--- src/twm_params.svh ---
// Register offsets, field positions and reset values of the two-wire master
`ifndef TWM_PARAMS_SVH
`define TWM_PARAMS_SVH
`define TWM_OFF_CTRL 5'h00
`define TWM_OFF_MODE 5'h04
`define TWM_OFF_CLK 5'h08
`define TWM_OFF_STAT 5'h0c
`define TWM_OFF_MASK 5'h10
`define TWM_OFF_RHR 5'h14
`define TWM_OFF_THR 5'h18
`define TWM_CTRL_START 0
`define TWM_CTRL_STOP 1
`define TWM_CTRL_MSEN 2
`define TWM_CTRL_MASTER_DISABLE_BIT 3
`define TWM_CTRL_SWRST 7
`define TWM_MODE_ADDR_LSB 0
`define TWM_MODE_RD 8
`define TWM_CLK_LDIV_LSB 0
`define TWM_CLK_HDIV_LSB 8
`define TWM_CLK_EXP_LSB 16
`define TWM_ST_TRANSFER_COMPLETE_FLAG 0
`define TWM_ST_RECEIVE_READY_FLAG 1
`define TWM_ST_TRANSMIT_READY_FLAG 2
`define TWM_ST_OVR 6
`define TWM_ST_NACK 8
`define TWM_ST_W 9
`define TWM_MODE_RST 32'h0000_0000
`define TWM_CLK_RST 32'h0000_3232
`define TWM_MASK_RST 9'h000
`endif

--- src/twm_pkg.sv ---
// Types shared by the two-wire master files
package twm_pkg;
   typedef enum logic [3:0] {
      TWM_IDLE = 4'b0000,
      TWM_START = 4'b0001,
      TWM_LOW = 4'b0010,
      TWM_HIGH = 4'b0011,
      TWM_HOLD = 4'b0100,
      TWM_STOP_LOW = 4'b0101,
      TWM_STOP_HIGH = 4'b0110,
      TWM_STOP_END = 4'b0111
   } twm_state_type;

   typedef struct packed {
      logic [2:0] clock_divider_exponent;
      logic [7:0] clock_high_divider;
      logic [7:0] clock_low_divider;
   } twm_clk_type;

   typedef struct packed {
      logic rd;
      logic [6:0] addr;
   } twm_mode_type;
endpackage : twm_pkg

--- src/twm_top.sv ---
// Two-wire master controller with Avalon-MM registers
//
// Behaviour
// - Writing the master disable bit freezes any transfer at once.
// - Disabling leaves transfer complete and transmit ready flags as they are.
// - No-ack and complete flags set together; status read clears no-ack.
// - Holding register loads on every byte; a transmit byte overwrites it.
// - Overwrite by a transmit byte raises neither receive ready nor overrun.
// - Software reset mid-frame with clock low blocks all later transfers.
//
// Added by the designer: the Avalon-MM register port and the placing of the registers.
`timescale 1ns/10ps
`include "twm_params.svh"
module twm_top
   import twm_pkg::*;
(
   input wire logic core_clk_i,
   input wire logic rst_i,
   input wire logic [4:0] avs_address,
   input wire logic avs_read,
   input wire logic avs_write,
   input wire logic [31:0] avs_writedata,
   output logic [31:0] avs_readdata,
   output logic avs_waitrequest,
   input wire logic two_wire_clock_pin_i,
   output logic two_wire_clock_pin_o,
   output logic two_wire_clock_pin_oe_o,
   input wire logic sda_i,
   output logic sda_o,
   output logic sda_oe_o,
   output logic irq_o
);
   logic wait_q;
   logic [31:0] rdata_q;
   logic [`TWM_ST_W-1:0] status_q;
   logic [`TWM_ST_W-1:0] mask_q;
   logic [`TWM_ST_W-1:0] clr_q;
   logic [`TWM_ST_W-1:0] ev_q;
   logic [`TWM_ST_W-1:0] status_d;
   twm_clk_type clk_q;
   twm_mode_type mode_q;
   logic [7:0] rhr_q;
   logic [7:0] thr_q;
   logic thr_full_q;
   logic en_q;
   logic wedged_q;
   logic stop_req_q;
   logic rd_q;
   logic tx_byte_q;
   logic nack_pend_q;
   logic [3:0] bit_q;
   logic [7:0] shift_q;
   twm_state_type state_q;
   logic [1:0] scl_sync_q;
   logic [1:0] sda_sync_q;
   logic scl_oe_q;
   logic sda_oe_q;
   logic irq_q;
   logic lo_q;
   logic scl_s;
   logic sda_s;
   logic acc_wr;
   logic acc_rd;
   logic cmd_start;
   logic cmd_stop;
   logic cmd_dis;
   logic cmd_en;
   logic cmd_rst;
   logic ph_active;
   logic ph_hold;
   logic ph_high;
   logic ph_done;
   logic scl_drive;
   logic sda_drive;

   function automatic logic hit(input logic [4:0] a, input logic [4:0] off);
      hit = (a == off);
   endfunction : hit

   assign acc_wr = avs_write && !wait_q;
   assign acc_rd = avs_read && !wait_q;
   assign cmd_start = acc_wr && hit(avs_address, `TWM_OFF_CTRL)
                      && avs_writedata[`TWM_CTRL_START];
   assign cmd_stop = acc_wr && hit(avs_address, `TWM_OFF_CTRL)
                     && avs_writedata[`TWM_CTRL_STOP];
   assign cmd_en = acc_wr && hit(avs_address, `TWM_OFF_CTRL)
                   && avs_writedata[`TWM_CTRL_MSEN];
   assign cmd_dis = acc_wr && hit(avs_address, `TWM_OFF_CTRL)
                    && avs_writedata[`TWM_CTRL_MASTER_DISABLE_BIT];
   assign cmd_rst = acc_wr && hit(avs_address, `TWM_OFF_CTRL)
                    && avs_writedata[`TWM_CTRL_SWRST];
   assign scl_s = scl_sync_q[1];
   assign sda_s = sda_sync_q[1];

   // Line synchronisers
   always_ff @(posedge core_clk_i) begin
      if (rst_i) begin
         scl_sync_q <= 2'h3;
         sda_sync_q <= 2'h3;
      end else begin
         scl_sync_q <= {scl_sync_q[0], two_wire_clock_pin_i};
         sda_sync_q <= {sda_sync_q[0], sda_i};
      end
   end

   // Bus slave: one wait cycle, read data captured as wait drops
   always_ff @(posedge core_clk_i) begin
      if (rst_i) begin
         wait_q <= 1'b1;
         rdata_q <= 32'h0000_0000;
         clr_q <= '0;
      end else begin
         clr_q <= '0;
         if ((avs_read || avs_write) && wait_q) begin
            wait_q <= 1'b0;
            rdata_q <= 32'h0000_0000;
            if (avs_read) begin
               unique case (avs_address)
                  `TWM_OFF_MODE: rdata_q <= 32'(mode_q);
                  `TWM_OFF_CLK: rdata_q <= 32'(clk_q);
                  `TWM_OFF_STAT: rdata_q <= 32'(status_q);
                  `TWM_OFF_MASK: rdata_q <= 32'(mask_q);
                  `TWM_OFF_RHR: rdata_q <= 32'(rhr_q);
                  default: rdata_q <= 32'h0000_0000;
               endcase
            end
         end else begin
            wait_q <= 1'b1;
         end
         if (acc_rd && hit(avs_address, `TWM_OFF_STAT)) begin
            clr_q <= rdata_q[`TWM_ST_W-1:0];
         end
      end
   end

   // Configuration registers
   always_ff @(posedge core_clk_i) begin
      if (rst_i) begin
         mode_q <= twm_mode_type'(`TWM_MODE_RST);
         clk_q <= twm_clk_type'(`TWM_CLK_RST);
         mask_q <= `TWM_MASK_RST;
      end else if (acc_wr) begin
         if (hit(avs_address, `TWM_OFF_MODE)) begin
            mode_q.addr <= avs_writedata[`TWM_MODE_ADDR_LSB +: 7];
            mode_q.rd <= avs_writedata[`TWM_MODE_RD];
         end
         if (hit(avs_address, `TWM_OFF_CLK)) begin
            clk_q.clock_low_divider <= avs_writedata[`TWM_CLK_LDIV_LSB +: 8];
            clk_q.clock_high_divider <= avs_writedata[`TWM_CLK_HDIV_LSB +: 8];
            clk_q.clock_divider_exponent <= avs_writedata[`TWM_CLK_EXP_LSB +: 3];
         end
         if (hit(avs_address, `TWM_OFF_MASK)) begin
            mask_q <= avs_writedata[`TWM_ST_W-1:0];
         end
      end
   end

   // Enable and the stuck state left by an ill-timed software reset
   always_ff @(posedge core_clk_i) begin
      if (rst_i) begin
         en_q <= 1'b0;
         wedged_q <= 1'b0;
      end else begin
         if (cmd_dis) begin
            en_q <= 1'b0;
         end else if (cmd_en) begin
            en_q <= 1'b1;
         end
         if (cmd_rst && state_q != TWM_IDLE && !scl_s) begin
            wedged_q <= 1'b1;
         end
      end
   end

   // Sticky status; a set in the clearing cycle wins
   always_comb begin
      status_d = (status_q & ~clr_q) | ev_q;
   end

   always_ff @(posedge core_clk_i) begin
      if (rst_i || cmd_rst) begin
         status_q <= '0;
         irq_q <= 1'b0;
      end else begin
         status_q <= status_d;
         irq_q <= |(status_d & mask_q);
      end
   end

   // Transmit holding register
   always_ff @(posedge core_clk_i) begin
      if (rst_i || cmd_rst) begin
         thr_q <= 8'h00;
      end else if (acc_wr && hit(avs_address, `TWM_OFF_THR)) begin
         thr_q <= avs_writedata[7:0];
      end
   end

   assign ph_active = (state_q != TWM_IDLE) && (state_q != TWM_HOLD);
   assign ph_high = (state_q == TWM_START) || (state_q == TWM_HIGH)
                    || (state_q == TWM_STOP_HIGH) || (state_q == TWM_STOP_END);
   assign ph_hold = !en_q || (ph_high && !scl_s);

   twm_phase u_phase (
      .core_clk_i(core_clk_i),
      .rst_i(rst_i || cmd_rst),
      .active_i(ph_active),
      .hold_i(ph_hold),
      .high_i(ph_high),
      .clk_cfg_i(clk_q),
      .done_o(ph_done)
   );

   // Frame sequencer; it stands still while the master is disabled
   always_ff @(posedge core_clk_i) begin
      if (rst_i || cmd_rst) begin
         state_q <= TWM_IDLE;
         ev_q <= '0;
         bit_q <= 4'h0;
         shift_q <= 8'h00;
         rhr_q <= 8'h00;
         thr_full_q <= 1'b0;
         stop_req_q <= 1'b0;
         rd_q <= 1'b0;
         tx_byte_q <= 1'b0;
         nack_pend_q <= 1'b0;
      end else begin
         ev_q <= '0;
         if (acc_wr && hit(avs_address, `TWM_OFF_THR)) begin
            thr_full_q <= 1'b1;
         end
         if (cmd_stop) begin
            stop_req_q <= 1'b1;
         end
         if (en_q) begin
            unique case (state_q)
               TWM_IDLE: begin
                  if (cmd_start && !wedged_q) begin
                     state_q <= TWM_START;
                     rd_q <= mode_q.rd;
                     shift_q <= {mode_q.addr, mode_q.rd};
                     tx_byte_q <= 1'b1;
                     bit_q <= 4'h0;
                     nack_pend_q <= 1'b0;
                  end
               end
               TWM_START: begin
                  if (ph_done) begin
                     state_q <= TWM_LOW;
                  end
               end
               TWM_LOW: begin
                  if (ph_done) begin
                     state_q <= TWM_HIGH;
                  end
               end
               TWM_HIGH: begin
                  if (ph_done && bit_q != 4'h8) begin
                     shift_q <= {shift_q[6:0], sda_s};
                     bit_q <= bit_q + 4'h1;
                     state_q <= TWM_LOW;
                  end else if (ph_done) begin
                     rhr_q <= shift_q;
                     bit_q <= 4'h0;
                     if (!tx_byte_q) begin
                        ev_q[`TWM_ST_RECEIVE_READY_FLAG] <= 1'b1;
                        ev_q[`TWM_ST_OVR] <= status_q[`TWM_ST_RECEIVE_READY_FLAG];
                     end
                     if (tx_byte_q && sda_s) begin
                        nack_pend_q <= 1'b1;
                        state_q <= TWM_STOP_LOW;
                     end else if (rd_q) begin
                        tx_byte_q <= 1'b0;
                        state_q <= (stop_req_q && !tx_byte_q) ? TWM_STOP_LOW
                                                              : TWM_LOW;
                     end else begin
                        state_q <= TWM_HOLD;
                     end
                  end
               end
               TWM_HOLD: begin
                  if (thr_full_q) begin
                     shift_q <= thr_q;
                     thr_full_q <= 1'b0;
                     tx_byte_q <= 1'b1;
                     ev_q[`TWM_ST_TRANSMIT_READY_FLAG] <= 1'b1;
                     state_q <= TWM_LOW;
                  end else if (stop_req_q) begin
                     state_q <= TWM_STOP_LOW;
                  end
               end
               TWM_STOP_LOW: begin
                  if (ph_done) begin
                     state_q <= TWM_STOP_HIGH;
                  end
               end
               TWM_STOP_HIGH: begin
                  if (ph_done) begin
                     state_q <= TWM_STOP_END;
                  end
               end
               TWM_STOP_END: begin
                  if (ph_done) begin
                     state_q <= TWM_IDLE;
                     stop_req_q <= 1'b0;
                     ev_q[`TWM_ST_TRANSFER_COMPLETE_FLAG] <= 1'b1;
                     ev_q[`TWM_ST_NACK] <= nack_pend_q;
                  end
               end
               default: begin
                  state_q <= TWM_IDLE;
               end
            endcase
         end
      end
   end

   // Open-drain drive: enable high pulls the line low
   always_comb begin
      scl_drive = (state_q == TWM_LOW) || (state_q == TWM_HOLD)
                  || (state_q == TWM_STOP_LOW);
      sda_drive = 1'b0;
      unique case (state_q)
         TWM_START, TWM_STOP_LOW, TWM_STOP_HIGH: sda_drive = 1'b1;
         TWM_LOW, TWM_HIGH: begin
            if (bit_q != 4'h8) begin
               sda_drive = tx_byte_q && !shift_q[7];
            end else begin
               sda_drive = !tx_byte_q && !stop_req_q;
            end
         end
         default: sda_drive = 1'b0;
      endcase
   end

   always_ff @(posedge core_clk_i) begin
      if (rst_i) begin
         scl_oe_q <= 1'b0;
         sda_oe_q <= 1'b0;
         lo_q <= 1'b0;
      end else begin
         scl_oe_q <= scl_drive;
         sda_oe_q <= sda_drive;
         lo_q <= 1'b0;
      end
   end

   assign avs_readdata = rdata_q;
   assign avs_waitrequest = wait_q;
   assign two_wire_clock_pin_o = lo_q;
   assign two_wire_clock_pin_oe_o = scl_oe_q;
   assign sda_o = lo_q;
   assign sda_oe_o = sda_oe_q;
   assign irq_o = irq_q;
endmodule : twm_top

--- src/twm_phase.sv ---
// Serial clock phase timer: low or high phase length from the dividers
`timescale 1ns/10ps
module twm_phase
   import twm_pkg::*;
#(
   parameter int CW = 16
) (
   input wire logic core_clk_i,
   input wire logic rst_i,
   input wire logic active_i,
   input wire logic hold_i,
   input wire logic high_i,
   input wire twm_clk_type clk_cfg_i,
   output logic done_o
);
   logic [CW-1:0] cnt_q;
   logic [CW-1:0] len;

   function automatic logic [CW-1:0] phase_len(input logic [7:0] div,
                                                input logic [2:0] expo);
      logic [CW-1:0] l;
      l = CW'(div) << expo;
      phase_len = (l == '0) ? CW'(1) : l;
   endfunction : phase_len

   always_comb begin
      len = high_i ? phase_len(clk_cfg_i.clock_high_divider,
                               clk_cfg_i.clock_divider_exponent)
                   : phase_len(clk_cfg_i.clock_low_divider,
                               clk_cfg_i.clock_divider_exponent);
   end

   assign done_o = active_i && !hold_i && (cnt_q == len - CW'(1));

   always_ff @(posedge core_clk_i) begin
      if (rst_i || !active_i) begin
         cnt_q <= '0;
      end else if (!hold_i) begin
         cnt_q <= done_o ? '0 : cnt_q + CW'(1);
      end
   end
endmodule : twm_phase

--- config.mk ---
export PLATFORM = sky130hd
export DESIGN_NAME = twm_top
export DESIGN_NICKNAME = d
export VERILOG_FILES = /design/src/twm_pkg.sv /design/src/twm_top.sv /design/src/twm_phase.sv
export VERILOG_INCLUDE_DIRS = /design/src /design/src/src
export SDC_FILE = /design/constraint.sdc
export NUM_CORES = 1
export LEC_CHECK = 0
export ABC_AREA = 1
export BUFFER_PORTS_ARGS = -buffer_cell sky130_fd_sc_hd__buf_2
export CAP_MARGIN = 25
export CORE_MARGIN = 10
export CORE_UTILIZATION = 47
export DETAILED_ROUTE_END_ITERATION = 10
export GPL_ROUTABILITY_DRIVEN = 0
export GPL_TIMING_DRIVEN = 0
export HOLD_SLACK_MARGIN = 0.08
export PLACE_DENSITY = 0.76
export SLEW_MARGIN = 20
export SYNTH_ARGS = -nofsm -noshare
export SYNTH_HDL_FRONTEND = slang
export SYNTH_SLANG_ARGS = --single-unit
--- constraint.sdc ---
create_clock -name core_clk_i -period 6.55 [get_ports core_clk_i]
set_input_delay 0.3275 -clock core_clk_i [delete_from_list [all_inputs] [get_ports core_clk_i]]
set_output_delay 0.3275 -clock core_clk_i [all_outputs]
set_load 0.02 [all_outputs]
==> reports/results.tsv <==
stage	metric	value	unit
logic_synthesis	fraction of registers with async set/reset	0	%
setup_path	Worst path slowest cell	nor4_1	
pwr	combinational power share	4.4	%
logic_synthesis	top-area cell type share of the netlist area	35.6	%
final_layout	final net count	1303	
pwr	Seq pwr share	44.0	%
pwr	Pwr Total	1.95	mW
pwr	LEAKAGE	3.94	nW
global_routing	gr ovfl total	0	
floorplan	CORE AREA	16500	um^2
global_routing	first-pass GRT wire length	36500	um
final_layout	Synth-to-Final Area Change	15.5	%
setup_path	WP buf/inv	6	
pwr	Psw	0.513	mW
setup_path	most used cell, CP	inv_2	
clocking	Worst-path clk slew	0.08	ns
final_layout	FF/Latch Area	2800	um^2
detailed_routing	vias per inst	5.39	
logic_synthesis	Mapped Area	7870	um^2
logic_synthesis	synth top area cells	dfxtp_1, nand2_1, nor2_1	
sta	worst hold margin	0.120	ns
clocking	CTS H-tree lvls	4	
floorplan	initial core utilization	47.6	%
logic_synthesis	Yosys top cell by area	dfxtp_1	
final_layout	Core Util, Final	55.0	%
global_routing	largest net degree at the start of global routing	18	
final_layout	share of cells above drive strength 1	15.3	%
detailed_routing	Detailed Route Iter0 Violations	799	
pwr	Clock power frac	51.6	%
detailed_routing	Initial DRT Pass Iterations	5	
detailed_routing	Final ANT Viol Nets	0	
setup_path	crit-path cells	inv_2, a21oi_4, inv_2, buf_6, nor2_1, nand2_1, nand2_2, buf_4, ha_1, nand3_2, nor2_4, inv_2, nor2_4, nand3_1, nand2_1, inv_1, nor4_1, nand4_1, nor2_1	
sta	Worst Tran Pin Value	1.01	ns
logic_synthesis	top post-synthesis cells by count	nand2_1, dfxtp_1, nor2_1, inv_1, a21oi_1	
clocking	TritonCTS clock tree	done	
floorplan	Die Height	149	um
setup_path	Top Family by Delay on Critical Path	simple AND/OR/NAND/NOR gates	
logic_synthesis	most frequent cell after synthesis	nand2_1	
setup_path	worst setup path startpoint	state_q[2]$_SDFFE_PP0P_	
floorplan	DIE WIDTH	149	um
pwr	Switching Fraction	26.3	%
sta	# setup viols final	0	
logic_synthesis	Seq/Total Area, Yosys	35.6	%
global_routing	vias in the first global route	7374	
logic_synthesis	mean area per synthesized cell	6.73	um^2
setup_path	Critical Path Source Type	flip-flop	
sta	min cycle time layout	4.04	ns
clocking	# resized after CTS	0	
run_status	outcome	completed	
final_layout	area of the multi-input gates	4340	um^2
hold_path	Hold Path Class	primary input to flip-flop	
pwr	PwrDens	214	nW/um^2
logic_synthesis	Yosys reg bits	140	
final_layout	ant diodes	0	
place	DP Wirelength	17300	um
sta	TNS Setup	0	ns
setup_path	crit path DAT	4.40	ns
detailed_routing	DRT Wirelength	22700	um
logic_synthesis	Post-synth EDFFs	0	
clocking	CTS max path bufs	2	
detailed_routing	via count	8023	
floorplan	FP Rows	47	
final_layout	fin cells	1489	
clocking	clock sink total	140	
logic_synthesis	post-synthesis cell count	1169	
place	PortBufs	52	
sta	Setup Skew	0.0141	ns
sta	Final Hold Violating Endpoints	0	
setup_path	critical path class	flip-flop to flip-flop	
setup_path	crit end category	flip-flop	
setup_path	critical path required time	6.91	ns
clocking	Inserted Clock Buffers	17	
setup_path	RR Startpoint	state_q[2]$_SDFFE_PP0P_	
sta	fmax	0.248	GHz
sta	RSZ-0062 raised after global routing	no	
job	Max-cap violations	0	
logic_synthesis	Primary FF master, synth	dfxtp_1	
global_routing	initial antenna violation count	0	
sta	min setup slack post-route	2.51	ns
sta	Final Max Slew Viols	0	
floorplan	IO Pins	81	
place	Cell Area, Placed	8460	um^2
global_routing	total track usage	20.2	%
sta	period utilization	61.6	%
logic_synthesis	synth warn	0	
place	pre-CTS setup slack	2.63	ns
clocking	Clock Latency Late Sink	0.43	ns
final_layout	design area	9090	um^2
place	Cells after DPL	1455	
sta	Max-slew headroom	32.3	%
final_layout	Layout fillers	1594	
detailed_routing	routed wire length per instance	15.2	um
clocking	CTS root buffer	clkbuf_16	
setup_path	CP Max Fanout	10	
floorplan	die area	22300	um^2
logic_synthesis	Yosys cell types	54	
hold_path	HP Start	avs_writedata[15]	
detailed_routing	DR DRC count	0	
setup_path	Crit path largest cell delay	0.69	ns
pwr	Worst VDD drop	209	uV
pwr	Int Pwr	1.43	mW
[registers in the layout, summed over array words and instances, names as in the netlist, 2 cells and up]
register and cells:
clk_q 19, state_q 3, scl_sync_q 2, rhr_q 8
mask_q 9, avs_readdata 19, sda_sync_q 2, u_phase.cnt_q 16
status_q 9, mode_q 8, bit_q 4, thr_q 8
clr_q 9, shift_q 8, ev_q 5
[worst reg2reg max path, stage by stage, from the launching register on]
cell     delay (ns)
dfxtp_1        0.47
inv_2          0.14
a21oi_4        0.35
inv_2          0.10
buf_6          0.17
nor2_1         0.09
nand2_1        0.08
nand2_2        0.12
buf_4          0.19
ha_1           0.21
nand3_2        0.15
nor2_4         0.17
inv_2          0.07
nor2_4         0.14
nand3_1        0.09
nand2_1        0.13
inv_1          0.05
nor4_1         0.69
nand4_1        0.37
nor2_1         0.18
[worst paths after layout]
path | to | slack, ns | cells after the start
worst min-delay path | clk_q[15]$_SDFFE_PP0P_ | 0.12 | 3
worst min register to register | sda_sync_q[1]$_SDFF_PP1_ | 0.42 | 1
worst max register to register | ev_q[6]$_SDFF_PP0_ | 2.51 | 19
worst max-delay path | ev_q[6]$_SDFF_PP0_ | 2.51 | 19
[final cells by class]
type	count	share of cell area, %
tap	220	3.03
clock buffer	17	4.68
timing repair buffer	54	3.08
buffer	53	3.38
multi-input combinational	864	47.7
sequential	140	30.8
inverter	126	5.21
clock inverter	15	2.06
[cell families after synthesis]
group / Yosys count / share of synthesized area [%]
other cells: 1 / 0.0476
xor+xnor: 24 / 2.96
flops: 140 / 35.6
fa+ha+maj: 4 / 0.636
simple gates: 621 / 35.9
compound gates: 199 / 14.8
buf+inv: 179 / 9.93
mux: 1 / 0.127
[timing repair]
action | 4_1_cts | 5_1_grt
endpoints found under the hold margin | 2 | 0
buffers inserted | 0 | 0
hold buffers | 2 | 0
[power groups by stage]
stage,Sequential (mW),Clock (mW),Combinational [mW]
5_1_grt,0.856,1.05,0.0934
2_1_floorplan,0.876,0,0.0529
3_3_place_gp,0.875,0,0.0822
3_5_place_dp,0.876,0,0.0827
6_report,0.856,1.00,0.0864
4_1_cts,0.856,1.01,0.0843
[layer usage]
layer	vias up	share of wire, %	GRT usage [%]
met5	-	0	0
met4	0	3.2	8.59
met3	75	8.1	4.74
met2	362	46	32.6
met1	3621	42	25.2
li1	3965	-	-
[placed cells by master, fill, tap and decap left out, types with 9 or more instances in the layout]
cell type	netlist	layout
clkbuf_16	0	17
o21a_1	9	9
nand3_1	89	89
o21ai_0	55	55
dfxtp_1	140	140
a21oi_1	92	92
nand2_2	10	10
buf_2	15	67
conb_1	1	15
inv_2	14	14
buf_4	16	16
clkbuf_1	16	16
xor2_1	16	16
nor3_1	18	18
nand3_2	9	9
nand4_1	25	25
nand2_1	291	291
inv_1	109	109
nor2_1	139	139
Power figures use the tool's default switching activity.
